File: src/pkg/dbg_access_map.svh
// offsets, field positions, reset values and codes of the access-layer
// registers; included by the package and by the register block.
// Functional notes
// - key state bit 5 reads 1 while user-row write key is active.
// - key state bit 4 shows memory-program key; clears when programming done.
// - key state bit 3 shows full-erase key; clears when erase completes.
// - writing 0x59 to reset request register raises system reset request.
// - writing any other value releases the system reset request.
// - reset request reads 1 in bit 0 while reset held, zeros above.
// - system reset request never resets this access logic.
// - clock select 0..3 gives 32/16/8/4 MHz; resets to 3.
// - writing 1 to control bit 1 starts user-row programming.
// - control bit 1 write ignored unless user-row write key active.
// - control bit 0 requests system clock; writing 0 withdraws it.
// - clock request set on interface enable, cleared on disable.
// - status bit 5 sticky while system in reset; cleared by status read.
// - status bit 4 reads 1 while system idle or deeper sleep.
// - status bit 3 shows memory programming may begin.
// - status bit 2 shows user-row programming may begin.
// - status bit 0 reads 1 while locked; resets to 1.
// - checksum field one-hot: 0 off, 1 busy, 2 pass, 4 fail.
// - registers reachable only from the debug link port.
`ifndef DBG_ACCESS_MAP_SVH
`define DBG_ACCESS_MAP_SVH
`define DA_ADDR_W 4
`define DA_OFS_KEY 4'h7
`define DA_OFS_SYSTEM_RESET_SIGNATURE 4'h8
`define DA_OFS_CLKCTL 4'h9
`define DA_OFS_SYSCTL 4'hA
`define DA_OFS_STATE 4'hB
`define DA_OFS_CRC 4'hC
`define DA_KEY_UROW 5
`define DA_KEY_NVM 4
`define DA_KEY_ERASE 3
`define DA_RST_SIGNATURE 8'h59
`define DA_CLKSEL_RST 2'h3
`define DA_CTL_DONE 1
`define DA_CTL_SYSTEM_CLOCK_REQUEST 0
`define DA_ST_RESET 5
`define DA_ST_SLEEP 4
`define DA_ST_NVM 3
`define DA_ST_UROW 2
`define DA_ST_LOCK 0
`define DA_CRC_OFF 3'h0
`define DA_CRC_BUSY 3'h1
`define DA_CRC_PASS 3'h2
`define DA_CRC_FAIL 3'h4
`define DA_SYS_SYNC_RST 10'h020
`endif

File: src/pkg/dbg_access_pkg.sv
// types shared by the access-layer register block, the link model and the bench.
// assumes dbg_access_map.svh sits on the include path.
`include "dbg_access_map.svh"
package dbg_access_pkg;
  // one register access from the link's instruction decoder
  typedef struct packed {
    logic valid;
    logic write;
    logic [`DA_ADDR_W-1:0] addr;
    logic [7:0] wdata;
  } acc_req_type;
  // levels arriving from the system domain
  typedef struct packed {
    logic in_reset;
    logic asleep;
    logic mem_prog_ready;
    logic user_row_ready;
    logic locked;
    logic mem_prog_done;
    logic erase_done;
    logic [2:0] crc;
  } sys_in_type;
endpackage

File: src/rtl/level_sync.sv
// two-stage synchroniser for a bundle of independent levels.
// assumes each bit is a slow level from another domain.
`timescale 1ns/10ps
module level_sync #(
  parameter int WIDTH = 10,
  parameter logic [WIDTH-1:0] RESET_VAL = '0
) (
  // clock and reset
  input wire logic ref_clk_i,
  input wire logic nrst_i,
  // levels
  input wire logic [WIDTH-1:0] async_i,
  output logic [WIDTH-1:0] sync_o
);
  logic [WIDTH-1:0] meta_q;
  logic [WIDTH-1:0] sync_q;

  if (WIDTH < 1) begin : g_width_check
    $error("level_sync: WIDTH must be positive");
  end

  always_ff @(posedge ref_clk_i or negedge nrst_i) begin
    if (!nrst_i) begin
      meta_q <= RESET_VAL;
      sync_q <= RESET_VAL;
    end else begin
      meta_q <= async_i;
      sync_q <= meta_q;
    end
  end

  assign sync_o = sync_q;
endmodule

File: src/rtl/read_clear_flag.sv
// sticky flag: set by a level, cleared by a read strobe; set wins.
// assumes clear is a one-cycle strobe in the same clock domain.
`timescale 1ns/10ps
module read_clear_flag (
  // clock and reset
  input wire logic ref_clk_i,
  input wire logic nrst_i,
  // control
  input wire logic flush_i,
  input wire logic set_i,
  input wire logic clear_i,
  output logic flag_o
);
  logic flag_q;

  always_ff @(posedge ref_clk_i or negedge nrst_i) begin
    if (!nrst_i) begin
      flag_q <= 1'b0;
    end else if (flush_i) begin
      flag_q <= 1'b0;
    end else if (set_i) begin
      flag_q <= 1'b1;
    end else if (clear_i) begin
      flag_q <= 1'b0;
    end
  end

  assign flag_o = flag_q;

  property p_set_wins;
    @(posedge ref_clk_i) disable iff (!nrst_i)
    set_i && !flush_i |=> flag_q;
  endproperty
  a_set_wins: assert property (p_set_wins)
    else $error("sticky set lost");
endmodule

File: src/rtl/debug_access_system_regs.sv
// access-layer register set of the single-wire debug link.
// assumes requests come only from the link's instruction decoder on
// ref_clk_i; key decode pulses share that clock, system levels do not.
`timescale 1ns/10ps
`include "dbg_access_map.svh"
module debug_access_system_regs (
  // clock and reset
  input wire logic ref_clk_i,
  input wire logic nrst_i,
  // link state
  input wire logic link_enable_i,
  // register access from the link
  input wire dbg_access_pkg::acc_req_type acc_req_i,
  output logic [7:0] acc_rdata_o,
  output logic acc_ack_o,
  // key decoder pulses
  input wire logic user_row_write_key_set_i,
  input wire logic memory_program_key_set_i,
  input wire logic full_erase_key_set_i,
  // system domain levels
  input wire dbg_access_pkg::sys_in_type sys_i,
  // toward the system
  output logic system_reset_request_o,
  output logic [1:0] link_clock_select_o,
  output logic system_clock_request_o,
  output logic user_row_start_o
);
  dbg_access_pkg::sys_in_type sys_s;
  logic [9:0] sys_raw;
  logic en_q;
  logic soft_rst;
  logic wr;
  logic rd;
  logic rst_req_q;
  logic [1:0] clksel_q;
  logic system_clock_request_q;
  logic done_q;
  logic start_q;
  logic key_urow_q;
  logic key_nvm_q;
  logic key_erase_q;
  logic nvm_done_q;
  logic erase_done_q;
  logic [2:0] crc_q;
  logic [2:0] crc_seen_q;
  logic sys_reset_flag;
  logic [7:0] rdata_q;
  logic ack_q;

  function automatic logic hit(input logic [`DA_ADDR_W-1:0] a,
                               input logic [`DA_ADDR_W-1:0] ofs);
    hit = (a == ofs);
  endfunction

  function automatic logic crc_legal(input logic [2:0] c);
    crc_legal = (c == `DA_CRC_OFF) || (c == `DA_CRC_BUSY) ||
                (c == `DA_CRC_PASS) || (c == `DA_CRC_FAIL);
  endfunction

  // only the link port reaches these registers
  assign wr = acc_req_i.valid && acc_req_i.write;
  assign rd = acc_req_i.valid && !acc_req_i.write;
  // disabled link resets every register except the checksum status and the live-level status bits 4..0
  assign soft_rst = !link_enable_i;

  assign sys_raw = sys_i;

  level_sync #(
    .WIDTH(10),
    .RESET_VAL(`DA_SYS_SYNC_RST)
  ) u_sync (
    .ref_clk_i(ref_clk_i),
    .nrst_i(nrst_i),
    .async_i(sys_raw),
    .sync_o(sys_s)
  );

  always_ff @(posedge ref_clk_i or negedge nrst_i) begin
    if (!nrst_i) begin
      en_q <= 1'b0;
      nvm_done_q <= 1'b0;
      erase_done_q <= 1'b0;
    end else begin
      en_q <= link_enable_i;
      nvm_done_q <= sys_s.mem_prog_done;
      erase_done_q <= sys_s.erase_done;
    end
  end

  // reset request register; its own reset never reaches this logic
  always_ff @(posedge ref_clk_i or negedge nrst_i) begin
    if (!nrst_i) begin
      rst_req_q <= 1'b0;
    end else if (soft_rst) begin
      rst_req_q <= 1'b0;
    end else if (wr && hit(acc_req_i.addr, `DA_OFS_SYSTEM_RESET_SIGNATURE)) begin
      rst_req_q <= (acc_req_i.wdata == `DA_RST_SIGNATURE);
    end
  end

  // link clock select
  always_ff @(posedge ref_clk_i or negedge nrst_i) begin
    if (!nrst_i) begin
      clksel_q <= `DA_CLKSEL_RST;
    end else if (soft_rst) begin
      clksel_q <= `DA_CLKSEL_RST;
    end else if (wr && hit(acc_req_i.addr, `DA_OFS_CLKCTL)) begin
      clksel_q <= acc_req_i.wdata[1:0];
    end
  end

  // system clock request
  always_ff @(posedge ref_clk_i or negedge nrst_i) begin
    if (!nrst_i) begin
      system_clock_request_q <= 1'b0;
    end else if (soft_rst) begin
      system_clock_request_q <= 1'b0;
    end else if (!en_q) begin
      system_clock_request_q <= 1'b1;
    end else if (wr && hit(acc_req_i.addr, `DA_OFS_SYSCTL)) begin
      system_clock_request_q <= acc_req_i.wdata[`DA_CTL_SYSTEM_CLOCK_REQUEST];
    end
  end

  // user-row done bit and its start pulse
  always_ff @(posedge ref_clk_i or negedge nrst_i) begin
    if (!nrst_i) begin
      done_q <= 1'b0;
      start_q <= 1'b0;
    end else if (soft_rst) begin
      done_q <= 1'b0;
      start_q <= 1'b0;
    end else begin
      start_q <= 1'b0;
      if (wr && hit(acc_req_i.addr, `DA_OFS_SYSCTL) && key_urow_q) begin
        done_q <= acc_req_i.wdata[`DA_CTL_DONE];
        start_q <= acc_req_i.wdata[`DA_CTL_DONE];
      end
    end
  end

  // key flags; a decode pulse beats a same-cycle completion
  always_ff @(posedge ref_clk_i or negedge nrst_i) begin
    if (!nrst_i) begin
      key_urow_q <= 1'b0;
      key_nvm_q <= 1'b0;
      key_erase_q <= 1'b0;
    end else if (soft_rst) begin
      key_urow_q <= 1'b0;
      key_nvm_q <= 1'b0;
      key_erase_q <= 1'b0;
    end else begin
      if (user_row_write_key_set_i) begin
        key_urow_q <= 1'b1;
      end
      if (memory_program_key_set_i) begin
        key_nvm_q <= 1'b1;
      end else if (sys_s.mem_prog_done && !nvm_done_q) begin
        key_nvm_q <= 1'b0;
      end
      if (full_erase_key_set_i) begin
        key_erase_q <= 1'b1;
      end else if (sys_s.erase_done && !erase_done_q) begin
        key_erase_q <= 1'b0;
      end
    end
  end

  // checksum status: reserved codes and unsettled words never land
  always_ff @(posedge ref_clk_i or negedge nrst_i) begin
    if (!nrst_i) begin
      crc_seen_q <= `DA_CRC_OFF;
      crc_q <= `DA_CRC_OFF;
    end else begin
      crc_seen_q <= sys_s.crc;
      if (crc_legal(sys_s.crc) && sys_s.crc == crc_seen_q) begin
        crc_q <= sys_s.crc;
      end
    end
  end

  read_clear_flag u_reset_flag (
    .ref_clk_i(ref_clk_i),
    .nrst_i(nrst_i),
    .flush_i(soft_rst),
    .set_i(sys_s.in_reset || rst_req_q),
    .clear_i(rd && hit(acc_req_i.addr, `DA_OFS_STATE)),
    .flag_o(sys_reset_flag)
  );

  // read data; unused bits stay zero
  always_ff @(posedge ref_clk_i or negedge nrst_i) begin
    if (!nrst_i) begin
      rdata_q <= 8'h00;
      ack_q <= 1'b0;
    end else begin
      ack_q <= acc_req_i.valid;
      if (rd) begin
        rdata_q <= 8'h00;
        if (hit(acc_req_i.addr, `DA_OFS_KEY)) begin
          rdata_q[`DA_KEY_UROW] <= key_urow_q;
          rdata_q[`DA_KEY_NVM] <= key_nvm_q;
          rdata_q[`DA_KEY_ERASE] <= key_erase_q;
        end
        if (hit(acc_req_i.addr, `DA_OFS_SYSTEM_RESET_SIGNATURE)) begin
          rdata_q[0] <= rst_req_q;
        end
        if (hit(acc_req_i.addr, `DA_OFS_CLKCTL)) begin
          rdata_q[1:0] <= clksel_q;
        end
        if (hit(acc_req_i.addr, `DA_OFS_SYSCTL)) begin
          rdata_q[`DA_CTL_DONE] <= done_q;
          rdata_q[`DA_CTL_SYSTEM_CLOCK_REQUEST] <= system_clock_request_q;
        end
        if (hit(acc_req_i.addr, `DA_OFS_STATE)) begin
          rdata_q[`DA_ST_RESET] <= sys_reset_flag;
          rdata_q[`DA_ST_SLEEP] <= sys_s.asleep;
          rdata_q[`DA_ST_NVM] <= sys_s.mem_prog_ready;
          rdata_q[`DA_ST_UROW] <= sys_s.user_row_ready;
          rdata_q[`DA_ST_LOCK] <= sys_s.locked;
        end
        if (hit(acc_req_i.addr, `DA_OFS_CRC)) begin
          rdata_q[2:0] <= crc_q;
        end
      end
    end
  end

  assign acc_rdata_o = rdata_q;
  assign acc_ack_o = ack_q;
  assign system_reset_request_o = rst_req_q;
  assign link_clock_select_o = clksel_q;
  assign system_clock_request_o = system_clock_request_q;
  assign user_row_start_o = start_q;

  property p_sig_sets;
    @(posedge ref_clk_i) disable iff (!nrst_i)
    link_enable_i && wr && acc_req_i.addr == `DA_OFS_SYSTEM_RESET_SIGNATURE &&
    acc_req_i.wdata == 8'h59 |=> system_reset_request_o;
  endproperty
  a_sig_sets: assert property (p_sig_sets)
    else $error("signature did not raise reset");

  property p_other_clears;
    @(posedge ref_clk_i) disable iff (!nrst_i)
    wr && acc_req_i.addr == `DA_OFS_SYSTEM_RESET_SIGNATURE &&
    acc_req_i.wdata != 8'h59 |=> !system_reset_request_o;
  endproperty
  a_other_clears: assert property (p_other_clears)
    else $error("reset request not released");

  property p_rd_reset;
    @(posedge ref_clk_i) disable iff (!nrst_i)
    rd && acc_req_i.addr == `DA_OFS_SYSTEM_RESET_SIGNATURE |=>
    acc_ack_o && acc_rdata_o == {7'h00, $past(rst_req_q)};
  endproperty
  a_rd_reset: assert property (p_rd_reset)
    else $error("reset request readback wrong");

  property p_no_self_reset;
    @(posedge ref_clk_i) disable iff (!nrst_i)
    rst_req_q && link_enable_i && !wr |=> $stable(clksel_q);
  endproperty
  a_no_self_reset: assert property (p_no_self_reset)
    else $error("system reset disturbed link registers");

  property p_clksel_default;
    @(posedge ref_clk_i) disable iff (!nrst_i)
    !link_enable_i ##1 link_enable_i && !wr |-> clksel_q == 2'h3;
  endproperty
  a_clksel_default: assert property (p_clksel_default)
    else $error("clock select not 4 MHz after enable");

  property p_urow_start;
    @(posedge ref_clk_i) disable iff (!nrst_i)
    link_enable_i && wr && acc_req_i.addr == `DA_OFS_SYSCTL &&
    acc_req_i.wdata[1] && key_urow_q |=> user_row_start_o ##1
    (!user_row_start_o || $past(wr));
  endproperty
  a_urow_start: assert property (p_urow_start)
    else $error("user-row start pulse wrong");

  property p_urow_locked;
    @(posedge ref_clk_i) disable iff (!nrst_i)
    !key_urow_q |=> !user_row_start_o && $stable(done_q) || !link_enable_i;
  endproperty
  a_urow_locked: assert property (p_urow_locked)
    else $error("done bit written without key");

  property p_system_clock_request_auto;
    @(posedge ref_clk_i) disable iff (!nrst_i)
    !link_enable_i ##1 link_enable_i |=> system_clock_request_o;
  endproperty
  a_system_clock_request_auto: assert property (p_system_clock_request_auto)
    else $error("clock request not set on enable");

  property p_reset_seen;
    @(posedge ref_clk_i) disable iff (!nrst_i)
    rst_req_q && link_enable_i ##1 rst_req_q && link_enable_i |->
    sys_reset_flag [*2];
  endproperty
  a_reset_seen: assert property (p_reset_seen)
    else $error("held reset not visible in status");

  property p_crc_onehot;
    @(posedge ref_clk_i) disable iff (!nrst_i)
    1'b1 |-> $onehot0(crc_q);
  endproperty
  a_crc_onehot: assert property (p_crc_onehot)
    else $error("checksum status not one-hot");
endmodule

File: config.mk
export PLATFORM = sky130hd
export DESIGN_NAME = debug_access_system_regs
export DESIGN_NICKNAME = d
export VERILOG_FILES = /design/src/pkg/dbg_access_pkg.sv /design/src/rtl/level_sync.sv /design/src/rtl/read_clear_flag.sv /design/src/rtl/debug_access_system_regs.sv
export VERILOG_INCLUDE_DIRS = /design/src /design/src/pkg
export SDC_FILE = /design/constraint.sdc
export NUM_CORES = 1
export LEC_CHECK = 0
export ABC_AREA = 1
export BUFFER_PORTS_ARGS = -buffer_cell sky130_fd_sc_hd__buf_2
export CAP_MARGIN = 20
export CORE_MARGIN = 5
export CORE_UTILIZATION = 45
export CTS_BUF_LIST = sky130_fd_sc_hd__clkbuf_4
export CTS_CLUSTER_DIAMETER = 30
export DETAILED_ROUTE_END_ITERATION = 7
export PLACE_DENSITY = 0.75
export SLEW_MARGIN = 10
export SYNTH_ARGS = -nofsm -noshare
export SYNTH_HDL_FRONTEND = slang
export SYNTH_HIERARCHICAL = 1
export SYNTH_SLANG_ARGS = --single-unit
File: constraint.sdc
create_clock -name ref_clk_i -period 1.5 [get_ports ref_clk_i]
set_input_delay 0.15 -clock ref_clk_i [delete_from_list [all_inputs] [get_ports ref_clk_i]]
set_output_delay 0.15 -clock ref_clk_i [all_outputs]
set_load 0.005 [all_outputs]
==> results.json <==
{
  "maxCapViolCount": 0,
  "fmax_mhz": 806,
  "drive_gt1_share_pct": 27.8,
  "place.gp.congestion": 0.782,
  "period_needed_ns": 1.24,
  "ys_ff_latch": 46,
  "fillers": 330,
  "critical_path_class": "in2reg",
  "synth-seq-area-share_pct": 67.1,
  "clock_sinks": 46,
  "cp-end-kind": "flip-flop",
  "chipWidth_um": 71.9,
  "postLayoutSetupSlackWorst_ns": 0.260,
  "grt_pass1_vias": 1259,
  "fin_skew_ns": 0.00978,
  "crit_top_cell": "inv_1",
  "finalCritPeriodShare_pct": 82.7,
  "leakage_nw": 1.12,
  "initial_utilization_pct": 46.7,
  "crit_fanout": 7,
  "reg2reg_from": "u_sync/sync_o[2]$_DFF_PN0_",
  "totalWireLength_um": 3210,
  "cp.required_ns": 1.76,
  "rr_worst_depth": 6,
  "root_buffer": "clkbuf_4",
  "arrival_ns": 1.50,
  "track_usage_pct": 13.5,
  "hold_path_depth": 3,
  "synthTopCellsByArea": "dfrtp_1 (61%), dfstp_2 (6.1%), nand2_1 (5.7%)",
  "h-tree-depth": 2,
  "p_per_area_nw_per_um2": 1010,
  "clk_pin_slew_ns": 0.14,
  "slew_violations": 0,
  "min_from": "acc_req_i[1]",
  "synthCells": 166,
  "path_depth": 9,
  "final_antenna_net_count": 0,
  "vdd_ir_drop_max_v": 0.000713,
  "crit_start": "acc_req_i[13]",
  "outcome": "finished, final reports clean",
  "vias_per_cell": 4.65,
  "setup_viol": 0,
  "core_um2": 3690,
  "rsz0062_at_grt": "no",
  "crit_path_max_incr_delay_ns": 0.52,
  "holdCritPathClass": "in2reg",
  "yosysTopAreaCell": "dfrtp_1",
  "cp_cell_sequence": "dlygate4sd3_1 > buf_2 > inv_1 > nor2_4 > inv_1 > nor2_2 > inv_1 > nand2_1 > a21oi_2",
  "die-area_um2": 5170,
  "dp_slack_ns": 0.299,
  "synth.cell_area_um2": 1720,
  "overflow": 0,
  "cpMaxStageDelayCell": "dlygate4sd3_1",
  "layout_commonest_cell": "dfrtp_1",
  "cts_setup_buffers": 0,
  "drc": 0,
  "syn2layout_area_growth_pct": 28.2,
  "ys_warn_count": 6,
  "clk_latency_ns": 0.36,
  "synth_top_cell_area_share_pct": 61.0,
  "dp_hpwl_um": 2360,
  "layout_common_cells": "dfrtp_1 (42), buf_2 (41), nand2_1 (26)",
  "whs_ns": 0.0584,
  "die_h_um": 71.9,
  "startpoint_type": "primary input",
  "drtPass1Iterations": 4,
  "drtIter0Drc": 102,
  "critPathTopFamily": "buffers and inverters",
  "final.setup.tns_ns": 0,
  "post_drt_wl_per_cell_um": 11.5,
  "io_pins": 44,
  "grt_max_degree": 28,
  "synthDistinctLibCells": 23,
  "nets": 259,
  "cts_tree": "built",
  "syn_avg_cell_area_um2": 10.4,
  "hold_viol": 0,
  "antenna_cells": 0,
  "grt_antenna_before_repair": 0,
  "portBuffers": 41,
  "worst-path-buf-inv": 5,
  "rows": 22,
  "dr_total_vias": 1293,
  "final_core_utilization_pct": 59.9,
  "grt_pass1_wl_um": 5310,
  "clock_path_buffers": 2,
  "cts_buffers": 5
}
-- worst reg2reg max path: cells and delay by family (launching register included) --
family	cells	cell delay, ns
AOI/OAI and AO/OA	2	0.14
DFF	1	0.43
buffers and inverters	1	0.10
and+or+nand+nor	3	0.34
-- power by group --
group | internal [W] | total, W | switching (W)
clock | 0.000201 | 0.000625 | 0.000423
combinational | 0.000118 | 0.000243 | 0.000125
sequential | 0.00133 | 0.00137 | 0.0000414
-- sequential cells by signal, summed over array words and instances, names as in the netlist, 2 cells and up --
register             count
crc_q                    3
crc_seen_q               3
u_sync/meta_q           10
link_clock_select_o      2
u_sync/sync_o           10
acc_rdata_o              6
-- cell usage after synthesis (all sizes together) --
cell type / instances
dfrtp: 42
a31oi: 2
a21oi: 5
and2: 1
inv: 23
xnor2: 1
nand2: 28
nand3: 18
o21ai: 9
conb: 1
nand4: 6
nand3b: 1
nor2: 21
dfstp: 4
or2: 1
buf: 3
-- per-layer routing --
layer | routed length, um | up-vias | GRT usage, % | share of wire [%]
li1 | - | 650 | - | -
met1 | 1330 | 594 | 14.9 | 42
met2 | 1520 | 40 | 23.0 | 47
met3 | 277 | 9 | 5.61 | 8.6
met4 | 77 | 0 | 5.64 | 2.4
met5 | 0 | - | 0 | 0
-- cells by family after synthesis --
kind of cell	synth area share, %
compound gates	5.23
buf+inv	6.54
simple gates	20.4
xor+xnor	0.508
flops	67.1
other cells	0.218
-- worst paths after layout --
path                                                   end  slack [ns]
hold reg to reg                 u_sync/sync_o[8]$_DFF_PN0_        0.36
min in group asynchronous       acc_rdata_o[0]$_DFFE_PN0P_        0.26
setup / recovery           u_reset_flag/flag_o$_DFFE_PN0P_        0.26
setup reg to reg                      crc_q[2]$_DFFE_PN0P_        0.40
max in group asynchronous       u_sync/meta_q[5]$_DFF_PN1_        0.66
hold / removal                  user_row_start_o$_DFF_PN0_        0.06
-- cell type report --
cell class | count | area (um^2) | area share, %
multi-input cells | 95 | 458 | 20.7
repair buffers | 58 | 385 | 17.4
well taps | 48 | 60.1 | 2.72
inverters | 23 | 86.3 | 3.91
flip-flops and latches | 46 | 1160 | 52.3
clock buffers | 5 | 37.5 | 1.70
clock inverters | 3 | 26.3 | 1.19
-- per-stage QoR --
step	instance area (um^2)	std cells	total power [W]
after floorplan	1730	167	0.00149
after global placement	1990	254	0.00160
after detailed placement	1990	254	0.00161
after CTS	2210	278	0.00227
final	2210	278	0.00224
after global routing	2210	278	0.00237
-- what timing repair did --
| action | in CTS | in global routing |
|---|---|---|
| resized for setup | 0 | 0 |
| hold buffers | 16 | 0 |
| endpoints found under the hold margin | 32 | 0 |
Note: power is estimated with default switching activity, not from simulation.
